--- src/include/igs_pkg.sv ---
`default_nettype none
// ************************************************************
// Shared constants for the drive and joystick select glue
// ************************************************************
package igs_pkg;
    // Host I/O address width (A9..A0)
    localparam int IGS_AW = 10;
    // Drive command block bases, eight addresses each
    localparam logic [9:0] IGS_PRI_CMD = 10'h1F0;
    localparam logic [9:0] IGS_SEC_CMD = 10'h170;
    // Drive 8-bit mode range, four addresses
    localparam logic [9:0] IGS_XT_CMD = 10'h320;
    // Drive control block pairs
    localparam logic [9:0] IGS_PRI_CTRL = 10'h3F6;
    localparam logic [9:0] IGS_SEC_CTRL = 10'h376;
    // Joystick port address
    localparam logic [9:0] IGS_GAME_ADDR = 10'h201;
    // Register byte offsets on the Wishbone side
    localparam logic [3:0] IGS_CTRL_OFS = 4'h0;
    localparam logic [3:0] IGS_STAT_OFS = 4'h4;
    // Control register fields and reset value
    localparam int IGS_CTRL_W = 5;
    localparam int IGS_EN_BIT = 0;
    localparam int IGS_MODE16_BIT = 1;
    localparam int IGS_SEC_BIT = 2;
    localparam int IGS_ADAPT_BIT = 3;
    localparam int IGS_GAME_BIT = 4;
    localparam logic [4:0] IGS_CTRL_RST = 5'h1B;
    // Status register fields
    localparam int IGS_STRAP_W = 5;
    localparam int IGS_PV_BIT = 5;
    localparam int IGS_WIDE_BIT = 6;
    localparam int IGS_DACK_BIT = 7;
    // Strap vector positions
    localparam int IGS_SER0_BIT = 0;
    localparam int IGS_SER1_BIT = 1;
    localparam int IGS_DRV_BIT = 2;
    localparam int IGS_FLOP_BIT = 3;
    localparam int IGS_PAR_BIT = 4;
endpackage : igs_pkg
`default_nettype wire

--- src/hdl/igs_addr_decode.sv ---
`default_nettype none
// ************************************************************
// Host address decode, purely combinational
// ************************************************************
module igs_addr_decode
    import igs_pkg::*;
(
    input wire logic [IGS_AW-1:0] addr_i,
    input wire logic mode16_i,
    input wire logic sec_i,
    output logic cmd_hit_o,
    output logic ctrl_first_o,
    output logic ctrl_second_o,
    output logic game_hit_o
);
    // Selected bases for the active address set
    wire logic [9:0] cmd_base = sec_i ? IGS_SEC_CMD : IGS_PRI_CMD;
    // 8-bit mode always uses the primary control pair
    wire logic [9:0] ctrl_base = (mode16_i && sec_i) ? IGS_SEC_CTRL : IGS_PRI_CTRL;
    wire logic cmd16_hit = (addr_i[9:3] == cmd_base[9:3]);
    wire logic cmd8_hit = (addr_i[9:2] == IGS_XT_CMD[9:2]);
    wire logic ctrl_hit = (addr_i[9:1] == ctrl_base[9:1]);

    // Eight addresses in 16-bit mode, four in 8-bit mode
    assign cmd_hit_o = mode16_i ? cmd16_hit : cmd8_hit;
    assign ctrl_first_o = ctrl_hit && !addr_i[0];
    assign ctrl_second_o = ctrl_hit && addr_i[0];
    assign game_hit_o = (addr_i == IGS_GAME_ADDR);
endmodule // igs_addr_decode
`default_nettype wire

--- src/hdl/igs_d7_path.sv ---
`default_nettype none
// ************************************************************
// Data bit 7 steering between host and drive
// ************************************************************
module igs_d7_path (
    input wire logic mode16_i,
    input wire logic active_i,
    input wire logic cmd_hit_i,
    input wire logic ctrl_first_i,
    input wire logic ctrl_second_i,
    input wire logic rd_i,
    input wire logic wr_i,
    input wire logic host_d7_i,
    input wire logic drive_d7_i,
    input wire logic disk_change_i,
    output logic host_d7_o,
    output logic host_oe_n_o,
    output logic drive_d7_o,
    output logic drive_oe_n_o
);
    // Path only exists in 16-bit mode with the drive enabled
    wire logic on = active_i && mode16_i;
    wire logic rd_pass = on && rd_i && (cmd_hit_i || ctrl_first_i);
    wire logic rd_chg = on && rd_i && ctrl_second_i;
    // Second control address is write-only toward the drive
    wire logic wr_pass = on && wr_i && (cmd_hit_i || ctrl_first_i || ctrl_second_i);

    // Disk-change flag replaces drive bit on that one read
    assign host_d7_o = rd_chg ? disk_change_i : drive_d7_i;
    assign host_oe_n_o = !(rd_pass || rd_chg);
    assign drive_d7_o = host_d7_i;
    assign drive_oe_n_o = !wr_pass;
endmodule // igs_d7_path
`default_nettype wire

--- src/hdl/igs_top.sv ---
// Notes on behaviour
// - High-byte enable goes low only in 16-bit mode, with the wide qualifier active, inside the command range.
// - Command-block select covers eight addresses in 16-bit mode and the four-address range in 8-bit mode.
// - Control-block select covers the selected control pair in 16-bit mode and the primary pair in 8-bit mode.
// - In 16-bit mode bit 7 passes both ways for commands and first control address, drive-ward on second.
// - In 16-bit mode a host read of the second control address returns the floppy disk-change flag as bit 7.
// - With power-good low host inputs and register writes are ignored and the pads float and idle; the Wishbone slave still acks and returns reads.
// - Register contents stay unchanged while power-good is low.
// - In adapter configuration the joystick select goes low at the joystick address.
// - In adapter configuration the straps are sampled while reset is high and then held.
// - With the drive enabled the low-byte enable covers commands and control in 16-bit mode, or range and DMA in 8-bit.
`default_nettype none
module igs_top
    import igs_pkg::*;
(
    input wire logic clk_i,
    input wire logic rst_i,
    input wire logic ce_i,
    // Wishbone slave
    input wire logic wb_cyc_i,
    input wire logic wb_stb_i,
    input wire logic wb_we_i,
    input wire logic [3:0] wb_adr_i,
    input wire logic [3:0] wb_sel_i,
    input wire logic [31:0] wb_dat_i,
    output logic [31:0] wb_dat_o,
    output logic wb_ack_o,
    // Host I/O side
    input wire logic [IGS_AW-1:0] io_addr_i,
    input wire logic io_rd_n_i,
    input wire logic io_wr_n_i,
    input wire logic power_valid_i,
    input wire logic wide_select_qualifier_i,
    input wire logic wide_transfer_ind_n_i,
    input wire logic disk_change_i,
    input wire logic host_d7_i,
    output logic host_d7_o,
    output logic host_d7_oe_n_o,
    // Strap inputs
    input wire logic serial_strap0_i,
    input wire logic serial_strap1_i,
    input wire logic drive_addr_strap_i,
    input wire logic floppy_addr_strap_i,
    input wire logic parport_mode_strap_i,
    output logic [IGS_STRAP_W-1:0] straps_o,
    // Drive side
    input wire logic drive_data_bit7_i,
    output logic drive_data_bit7_o,
    output logic drive_data_bit7_oe_n_o,
    output logic drive_high_byte_enable_n_o,
    output logic drive_low_byte_enable_n_o,
    output logic disk_cmd_block_select_n_o,
    output logic disk_ctrl_block_select_n_o,
    output logic joystick_select_n_o,
    output logic outputs_float_o
);

    // ************************************************************
    // Configuration register
    // ************************************************************

    logic [IGS_CTRL_W-1:0] ctrl_reg;
    logic [IGS_STRAP_W-1:0] strap_reg;
    logic ack_reg;

    wire logic drive_en = ctrl_reg[IGS_EN_BIT];
    wire logic mode16 = ctrl_reg[IGS_MODE16_BIT];
    wire logic sec_set = ctrl_reg[IGS_SEC_BIT];
    wire logic adapter = ctrl_reg[IGS_ADAPT_BIT];
    wire logic game_en = ctrl_reg[IGS_GAME_BIT];

    // Inputs count only while power is valid
    wire logic pv = power_valid_i;
    wire logic active = pv && drive_en;
    wire logic io_rd = !io_rd_n_i;
    wire logic io_wr = !io_wr_n_i;
    // Same pin, two meanings depending on mode
    wire logic wide_req = mode16 && !wide_transfer_ind_n_i;
    wire logic dma_ack = !mode16 && !wide_transfer_ind_n_i;

    // ************************************************************
    // Address decode and bit 7 path
    // ************************************************************

    logic cmd_hit;
    logic ctrl_first;
    logic ctrl_second;
    logic game_hit;

    igs_addr_decode u_dec (
        .addr_i(io_addr_i),
        .mode16_i(mode16),
        .sec_i(sec_set),
        .cmd_hit_o(cmd_hit),
        .ctrl_first_o(ctrl_first),
        .ctrl_second_o(ctrl_second),
        .game_hit_o(game_hit)
    );

    logic d7_host;
    logic d7_host_oe_n;
    logic d7_drive;
    logic d7_drive_oe_n;

    igs_d7_path u_d7 (
        .mode16_i(mode16),
        .active_i(active),
        .cmd_hit_i(cmd_hit),
        .ctrl_first_i(ctrl_first),
        .ctrl_second_i(ctrl_second),
        .rd_i(io_rd),
        .wr_i(io_wr),
        .host_d7_i(host_d7_i),
        .drive_d7_i(drive_data_bit7_i),
        .disk_change_i(disk_change_i),
        .host_d7_o(d7_host),
        .host_oe_n_o(d7_host_oe_n),
        .drive_d7_o(d7_drive),
        .drive_oe_n_o(d7_drive_oe_n)
    );

    // ************************************************************
    // Next values of the select outputs
    // ************************************************************

    // Hits are gated by enable and power before the flops
    wire logic ctrl_hit = ctrl_first || ctrl_second;
    wire logic hi_next_n = !(active && mode16 && wide_select_qualifier_i && cmd_hit);
    wire logic cmd_next_n = !(active && cmd_hit);
    wire logic ctl_next_n = !(active && ctrl_hit);
    // 8-bit mode also enables the low byte on a DMA acknowledge
    wire logic lo_next_n = !(active && (mode16 ? (cmd_hit || ctrl_hit) : (cmd_hit || dma_ack)));
    wire logic game_next_n = !(pv && adapter && game_en && game_hit);

    // ************************************************************
    // Registered select outputs
    // ************************************************************

    // One flop of latency: 20 ns is well inside a host I/O cycle
    always_ff @(posedge clk_i) begin
        if (rst_i) begin
            drive_high_byte_enable_n_o <= 1'b1;
            drive_low_byte_enable_n_o <= 1'b1;
            disk_cmd_block_select_n_o <= 1'b1;
            disk_ctrl_block_select_n_o <= 1'b1;
            joystick_select_n_o <= 1'b1;
        end else if (ce_i) begin
            drive_high_byte_enable_n_o <= hi_next_n;
            drive_low_byte_enable_n_o <= lo_next_n;
            disk_cmd_block_select_n_o <= cmd_next_n;
            disk_ctrl_block_select_n_o <= ctl_next_n;
            joystick_select_n_o <= game_next_n;
        end
    end

    // Bit 7 pin drivers; enables high means released
    always_ff @(posedge clk_i) begin
        if (rst_i) begin
            host_d7_o <= 1'b0;
            host_d7_oe_n_o <= 1'b1;
            drive_data_bit7_o <= 1'b0;
            drive_data_bit7_oe_n_o <= 1'b1;
        end else if (ce_i) begin
            host_d7_o <= d7_host;
            host_d7_oe_n_o <= d7_host_oe_n;
            drive_data_bit7_o <= d7_drive;
            drive_data_bit7_oe_n_o <= d7_drive_oe_n;
        end
    end

    // Pad drivers go high-impedance while power is bad
    always_ff @(posedge clk_i) begin
        if (rst_i) begin
            outputs_float_o <= 1'b0;
        end else if (ce_i) begin
            outputs_float_o <= !pv;
        end
    end

    // ************************************************************
    // Strap capture
    // ************************************************************

    wire logic [IGS_STRAP_W-1:0] strap_pins = {
        parport_mode_strap_i,
        floppy_addr_strap_i,
        drive_addr_strap_i,
        serial_strap1_i,
        serial_strap0_i
    };

    // Sampled on every enabled edge while reset is high and power is valid, held afterwards
    always_ff @(posedge clk_i) begin
        if (ce_i && rst_i && IGS_CTRL_RST[IGS_ADAPT_BIT] && pv) begin
            strap_reg <= strap_pins;
        end
    end

    always_ff @(posedge clk_i) begin
        if (rst_i) begin
            straps_o <= '0;
        end else if (ce_i) begin
            straps_o <= strap_reg;
        end
    end

    // ************************************************************
    // Wishbone slave
    // ************************************************************

    wire logic bus_req = wb_cyc_i && wb_stb_i;
    wire logic ack_next = bus_req && !ack_reg;
    wire logic hit_ctrl = (wb_adr_i == IGS_CTRL_OFS);
    wire logic hit_stat = (wb_adr_i == IGS_STAT_OFS);
    // Writes land at the edge that ends the ack cycle; dropped while power is bad so contents survive
    wire logic ctrl_we = bus_req && ack_reg && wb_we_i && wb_sel_i[0] && hit_ctrl && pv;

    wire logic [7:0] stat_word = {dma_ack, wide_req, pv, strap_reg};
    // Unmapped offsets still answer, with zero data
    wire logic [31:0] rd_next = hit_ctrl ? {27'h000_0000, ctrl_reg} :
                                hit_stat ? {24'h00_0000, stat_word} : 32'h0000_0000;

    always_ff @(posedge clk_i) begin
        if (rst_i) begin
            ctrl_reg <= IGS_CTRL_RST;
        end else if (ce_i && ctrl_we) begin
            ctrl_reg <= wb_dat_i[IGS_CTRL_W-1:0];
        end
    end

    // Answer one cycle after the request, for one cycle
    always_ff @(posedge clk_i) begin
        if (rst_i) begin
            ack_reg <= 1'b0;
            wb_dat_o <= 32'h0000_0000;
        end else if (ce_i) begin
            ack_reg <= ack_next;
            wb_dat_o <= rd_next;
        end
    end

    assign wb_ack_o = ack_reg;
endmodule // igs_top
`default_nettype wire

--- config.mk ---
export PLATFORM = sky130hd
export DESIGN_NAME = igs_top
export DESIGN_NICKNAME = d
export VERILOG_FILES = /design/src/include/igs_pkg.sv /design/src/hdl/igs_addr_decode.sv /design/src/hdl/igs_d7_path.sv /design/src/hdl/igs_top.sv
export SDC_FILE = /design/constraint.sdc
export NUM_CORES = 1
export LEC_CHECK = 0
export BUFFER_PORTS_ARGS = -buffer_cell sky130_fd_sc_hd__buf_2
export CAP_MARGIN = 20
export CORE_MARGIN = 2
export CORE_UTILIZATION = 45
export DETAILED_ROUTE_END_ITERATION = 10
export GPL_TIMING_DRIVEN = 0
export HOLD_SLACK_MARGIN = 0.15
export MAX_ROUTING_LAYER = met4
export PLACE_DENSITY_LB_ADDON = 0.05
export SETUP_SLACK_MARGIN = 0.05
export SLEW_MARGIN = 20
export SYNTH_ARGS = -nofsm -noshare
export SYNTH_HDL_FRONTEND = slang
export SYNTH_SLANG_ARGS = --single-unit
--- constraint.sdc ---
create_clock -name clk_i -period 2.35 [get_ports clk_i]
set_input_delay 0.1175 -clock clk_i [delete_from_list [all_inputs] [get_ports clk_i]]
set_output_delay 0.1175 -clock clk_i [all_outputs]
set_load 0.05 [all_outputs]
==> metrics.txt, run 1 <==
antenna violations before repair=0; GRT overflow=0; Synth Register Bits=34; row count=22; TNS Setup=0 ns; Top reg by flops=wb_dat_o; top post-synthesis cells by area=dfxtp_1 (34%), buf_4 (11%), edfxtp_1 (8.7%); outcome=complete, no violations; core outline area=3661 um^2; # IOs=117; required time of the critical path=~2.5 ns; CTS H-tree depth=2; Tmin final=1.640 ns; final WL=roughly 4 mm; Most used DFF post-synth=dfxtp_1; CTS root buf=clkbuf_8; FILL cells=340; Largest register FFs=8; Pwr per Cell Area=~560 nW/um^2; synth warn=0; Finish-stage setup viols=0; Max rail drop VDD=around 0.43 mV; Syn Inst Count=roughly 180; Pwr Total=roughly 1300 uW; Total GRT Usage=20.07%; clock tree buffer depth=2; Final ANT Viol Nets=0; # nets final=roughly 350; CTS tree=yes; first-pass GRT wire length=around 6.3 mm; Post-synth top cells=dfxtp_1 (29), buf_4 (25), nor2_1 (20); post_cts resized=0; Worst Path Max Fanout=6; Max transition margin=51.31%; syn_area_per_cell=just under 10 um^2; dpl hpwl=3.065 mm; layout cells sized above 1=35.92%; Reg2Reg Setup Slack=0.71 ns; crit-path max cell delay=roughly 0.52 ns; Detailed Routing Iterations Pass 1=4; Post CTS Setup Buffer Count=0; number of synthesized flops with an enable pin=5; Final Hold Fails=0; Clk pin slew, worst setup/hold paths=around 0.070 ns; max cap viols=0; Iter 0 DRT Violations=55; Cell Area, Synth=between 1500 and 2000 um^2; Sinks on Clock Net=34; CTS hold repair buffers=15; post-synthesis cell type count=41; Placer Congestion=between 0.7 and 0.8; XOR/XNOR share of the synthesized area=less than 1%; Starting Density=~47%; post-layout util=about two thirds; n_diodes=0; Least-Margin Pin Slew=0.7285 ns; CP arrival=between 1.5 and 2 ns; Final Cycle Share=about 70%; die height=about 66 um; via count=about 1600; pin count of the biggest net entering global routing=12; Avg WL per Cell=about 12 um; Simple-Gate Fraction of Synth Area=between 20% and 30%; critical path class=reg2reg; vias in the first global route=about 1400; crit-path cells=nand3b_2 -> a2111oi_4 -> a41oi_1 -> or2_1; # DRC=0; adder-cell share of the synthesized area=0%; crit end category=register; Hold WC Path Type=in2reg; post-synth top area share=about a third; total CTS buffers=5; die width=~66 um; RSZ-0062 raised after global routing=no; area leader, netlist=dfxtp_1; mux cell area share after synthesis=4.644%; Slew Limit Fails=0; PortBufs=60; fraction of the mapped netlist area in compound gates=roughly 16%; crit path launch type=register; Fin Clk Skew=around 0.0033 ns; DIE AREA=4343 um^2; Async SR Flop Fraction=0%; clock latency on the worst-skew pair=about 0.28 ns; Synth-to-Final Area Change=39.55%; slowest stage cell, crit path=dfxtp_1; largest family of logic cells by synthesized area=simple AND/OR/NAND/NOR gates; sequential fraction of the synthesis area=roughly 42%; DR vias/cell=~4.7; Fmax achieved=a little over 0.6 GHz; most frequent cell after synthesis=dfxtp_1; Pleak=approximately 0.0011 uW
## placed cells by master, fill, tap and decap left out, drive strengths merged, types with 2 or more instances in the layout
cell type	netlist	final
o21ai	3	3
nor4	2	2
mux2i	8	8
clkbuf	8	13
nor2b	4	4
nand4	2	2
nor2	20	20
nand4b	3	3
edfxtp	5	5
nor3b	2	2
and4b	2	2
or2	3	3
nor3	3	3
and3	3	3
nand2b	8	8
and4	2	2
dlygate4sd3	0	15
clkinv	0	2
a211oi	6	6
conb	1	24
nand3	2	2
dfxtp	29	29
a211o	5	5
nand3b	4	4
a22oi	5	5
buf	27	87
a21oi	9	9
## final cells by class
| cell class | count | area [um^2] | area share, % |
|---|---|---|---|
| Sequential cell | 34 | 730.7 | 30.37 |
| Timing Repair Buffer | 75 | 450.4 | 18.72 |
| Tap cell | 48 | 60.06 | 2.496 |
| Clock buffer | 5 | 68.82 | 2.860 |
| Multi-Input combinational cell | 132 | 852.1 | 35.41 |
| Buffer | 35 | 227.7 | 9.464 |
| Clock inverter | 3 | 16.27 | 0.6760 |
## per-stage QoR
| stage | area (um^2) | instances | hold WS [ns] | worst slack (ns) |
|---|---|---|---|---|
| 2_1_floorplan | 1810 | 201 | 0.2164 | 0.7778 |
| 3_3_place_gp | 2171 | 309 | 0.2945 | 0.6232 |
| 3_5_place_dp | 2171 | 309 | 0.2956 | 0.6412 |
| 4_1_cts | 2406 | 332 | 0.1665 | 0.6996 |
| 5_1_grt | 2406 | 332 | 0.1925 | 0.5970 |
| 6_report | 2406 | 332 | 0.1781 | 0.7095 |
## logic make-up (layout without fill, tap and decap cells)
kind of cell              count (synthesis)  after routing
buffers and inverters                    35            118
xor gates and xnor gates                  1              1
DFF                                      34             34
muxes                                     8              8
AOI/OAI and AO/OA                        36             36
and+or+nand+nor                          63             63
other                                     1             24
## metal layers
metal  global-route usage, %  wire, um  up-vias
li1                        -         -      800
met2                   31.06      1758       72
met1                   24.73      1856      686
met5                       -         0        -
met3                   6.644       370        9
met4                   6.510        80        0
## worst paths after layout
kind | startpoint | end | cells past startpoint
max | ctrl_reg[2]$_SDFFE_PP0P_ | disk_ctrl_block_select_n_o$_SDFFE_PP1P_ | 4
min | drive_data_bit7_i | host_d7_o$_SDFFE_PP0P_ | 3
max reg2reg | ctrl_reg[2]$_SDFFE_PP0P_ | disk_ctrl_block_select_n_o$_SDFFE_PP1P_ | 4
min reg2reg | wb_dat_o[5]$_SDFFE_PP0P_ | wb_dat_o[5]$_SDFFE_PP0P_ | 2
## critical path: cells and delay by family (launching register included)
family / cells / cell delay (ns)
flops: 1 / 0.52
simple gates: 2 / 0.36
compound gates: 2 / 0.64
## report_power, final
| group | switching [uW] | internal, uW |
|---|---|---|
| Clock | 208 | 202 |
| Combinational | 211 | 108 |
| Sequential | 10.2 | 610 |
| Total | 430 | 920 |
Power figures use the tool's default switching activity.
==> run 2: changes to the inputs <==
Settings changed: CORE_UTILIZATION 45 to 41.
Clock period 2.35 ns to 1.7 ns, I/O delays scaled along.
==> metrics.txt, run 2 (same netlist as run 1, synthesis figures left out) <==
clock latency on the worst-skew pair=0.28 ns (about the same); Worst path depth=4 (unchanged); Fin Clk Skew=0.008665 ns (+0.005367 ns); DR vias/cell=4.707 (-0.26%); die width=68.85 um (+4.5%); commonest non-fill, non-tap cell in the layout=buf_2; Final Hold Fails=0 (unchanged); Setup crit start=rst_i; antenna violations before repair=0 (unchanged); Avg WL per Cell=12.54 um (+2.4%); Starting Density=42.80% (-4.3 points); CP delay by family, top=buffers and inverters; Placer Congestion=0.7731 (-1.5%); row count=23 (+4.5%); Hold WC Path Type=in2reg; Fmax achieved=~0.63 GHz; Sinks on Clock Net=34 (unchanged); total CTS buffers=5 (unchanged); setup ws final=0.1171 ns (-0.5924 ns); Worst Path Max Fanout=10 (+4); Finish-stage setup viols=0 (unchanged); core outline area=4029 um^2 (+10%); Detailed Routing Iterations Pass 1=4 (unchanged); Tmin final=roughly 1.6 ns; vias in the first global route=1394 (-2.2%); Max transition margin=51.86% (+0.55 points); cells on worst reg2reg path=4 (unchanged); dpl hpwl=3.160 mm (+3.1%); most frequent cells in the layout=buf_2 (62), dfxtp_1 (28), buf_4 (25); RSZ-0062 raised after global routing=no; final hold slack=0.1850 ns (+0.006902 ns); Max rail drop VDD=0.5735 mV (+33%); crit-path cells=dlygate4sd3_1 -> buf_2 -> clkbuf_1 -> and3_1; CTS H-tree depth=2 (unchanged); # nets final=353 (+0.28%); layout cells sized above 1=35.79% (-0.13 points); required time of the critical path=1.67 ns (-0.86 ns); crit path launch type=input pin; CP Buf/Inv Count=3 (+3); Reg2Reg Setup Slack=0.16 ns (-0.55 ns); Pwr Total=1874 uW (+39%); GRT overflow=0 (unchanged); critical path class=in2reg; Post-DP Area=2173 um^2 (+0.12%); reg2reg start=ctrl_reg[2]$_SDFFE_PP0P_; die height=68.85 um (+4.5%); Pleak=0.001086 uW (+0.15%); # IOs=117 (unchanged); Final ANT Viol Nets=0 (unchanged); Total GRT Usage=18.61% (-1.5 points); Clk pin slew, worst setup/hold paths=0.07 ns (about the same); CP arrival=1.55 ns (-0.27 ns); max cap viols=0 (unchanged); Pwr per Cell Area=774.8 nW/um^2 (+38%); PortBufs=60 (unchanged); crit end category=register; first-pass GRT wire length=6.334 mm (-0.22%); slowest stage cell, crit path=dlygate4sd3_1; worst reg2reg path endpoint=disk_ctrl_block_select_n_o$_SDFFE_PP1P_; Synth-to-Final Area Change=40.28%; CTS root buf=clkbuf_8; # DRC=0 (unchanged); Slew Limit Fails=0 (unchanged); outcome=complete, no violations; via count=1577 (+0.64%); Top reg by flops=wb_dat_o; pin count of the biggest net entering global routing=12 (unchanged); FILL cells=390 (+15%); clock tree buffer depth=2 (unchanged); Least-Margin Pin Slew=0.7202 ns (-0.008284 ns); Largest register FFs=8 (unchanged); DIE AREA=4740 um^2 (+9.1%); Final Cycle Share=93.11%; fin area=2419 um^2 (+0.52%); crit-path max cell delay=0.53 ns (about the same); Place WS=-0.03652 ns (-0.6777 ns); Worst Setup EP=strap_reg[0]$_DFFE_PP_; n_diodes=0 (unchanged); CTS tree=yes; final WL=4.200 mm (+3.3%); Iter 0 DRT Violations=68 (+24%)
[run 2: cell count changes in the layout (fill, tap and decap cells not counted)]
cell / before / now
dfxtp_2: 0 / 1
dfxtp_1: 29 / 28
dlygate4sd3_1: 15 / 16
clkbuf_1: 8 / 10
clkinv_2: 1 / 0
clkinv_1: 1 / 0
[run 2: timing repair]
| action | CTS | global route |
|---|---|---|
| resized for setup | 1 | 0 |
| endpoints found under the hold margin | 15 | 0 |
| setup endpoints to repair | 1 | 0 |
| buffers inserted | 0 | 0 |
| hold buffers | 16 | 0 |
[run 2: metrics by stage]
| step | cells | utilization [%] | TNS [ns] |
|---|---|---|---|
| 4_1_cts | 335 | 60.03 | 0 |
| 3_3_place_gp | 311 | 53.94 | -0.2517 |
| 5_1_grt | 335 | 60.03 | 0 |
| 3_5_place_dp | 311 | 53.94 | -0.1820 |
| 2_1_floorplan | 201 | - | 0 |
| 6_report | 335 | 60.03 | 0 |
[run 2: area by class of cell]
cell class | count | area [um^2] | share of cell area, %
Timing Repair Buffer | 76 | 460.4 | 19.04
Sequential cell | 34 | 732.0 | 30.26
Clock inverter | 1 | 7.507 | 0.3104
Clock buffer | 7 | 76.32 | 3.156
Multi-Input combinational cell | 132 | 852.1 | 35.23
Buffer | 35 | 227.7 | 9.415
Tap cell | 50 | 62.56 | 2.587
[run 2: how the worst min path moves through the flow]
stage,cells past startpoint,from,endpoint
after floorplan,0,serial_strap0_i,strap_reg[0]$_DFFE_PP_
after global placement,1,parport_mode_strap_i,strap_reg[4]$_DFFE_PP_
after detailed placement,1,drive_addr_strap_i,strap_reg[2]$_DFFE_PP_
after CTS,3,wide_select_qualifier_i,drive_high_byte_enable_n_o$_SDFFE_PP1P_
after global routing,3,wide_select_qualifier_i,drive_high_byte_enable_n_o$_SDFFE_PP1P_
final,4,io_wr_n_i,drive_data_bit7_oe_n_o$_SDFFE_PP1P_
[run 2: worst register-to-register path, cell delays in order (launching register included)]
cell and delay [ns]:
dfxtp_2 0.44, nand3b_2 0.12, a2111oi_4 0.49, a41oi_1 0.16, or2_1 0.22
[run 2: power by group]
group          internal [uW]  total, uW  switching, uW
clock network            290        573            283
registers                843        858           14.8
logic                    150        443            293
total                   1280       1870            591
[run 2: layer usage]
| layer | share of wire, % | global-route usage, % | up-vias |
|---|---|---|---|
| met5 | 0 | - | - |
| met4 | 1.4 | 8.088 | 0 |
| met3 | 10 | 4.383 | 7 |
| met2 | 44 | 28.73 | 79 |
| met1 | 45 | 23.29 | 689 |
| li1 | - | - | 802 |
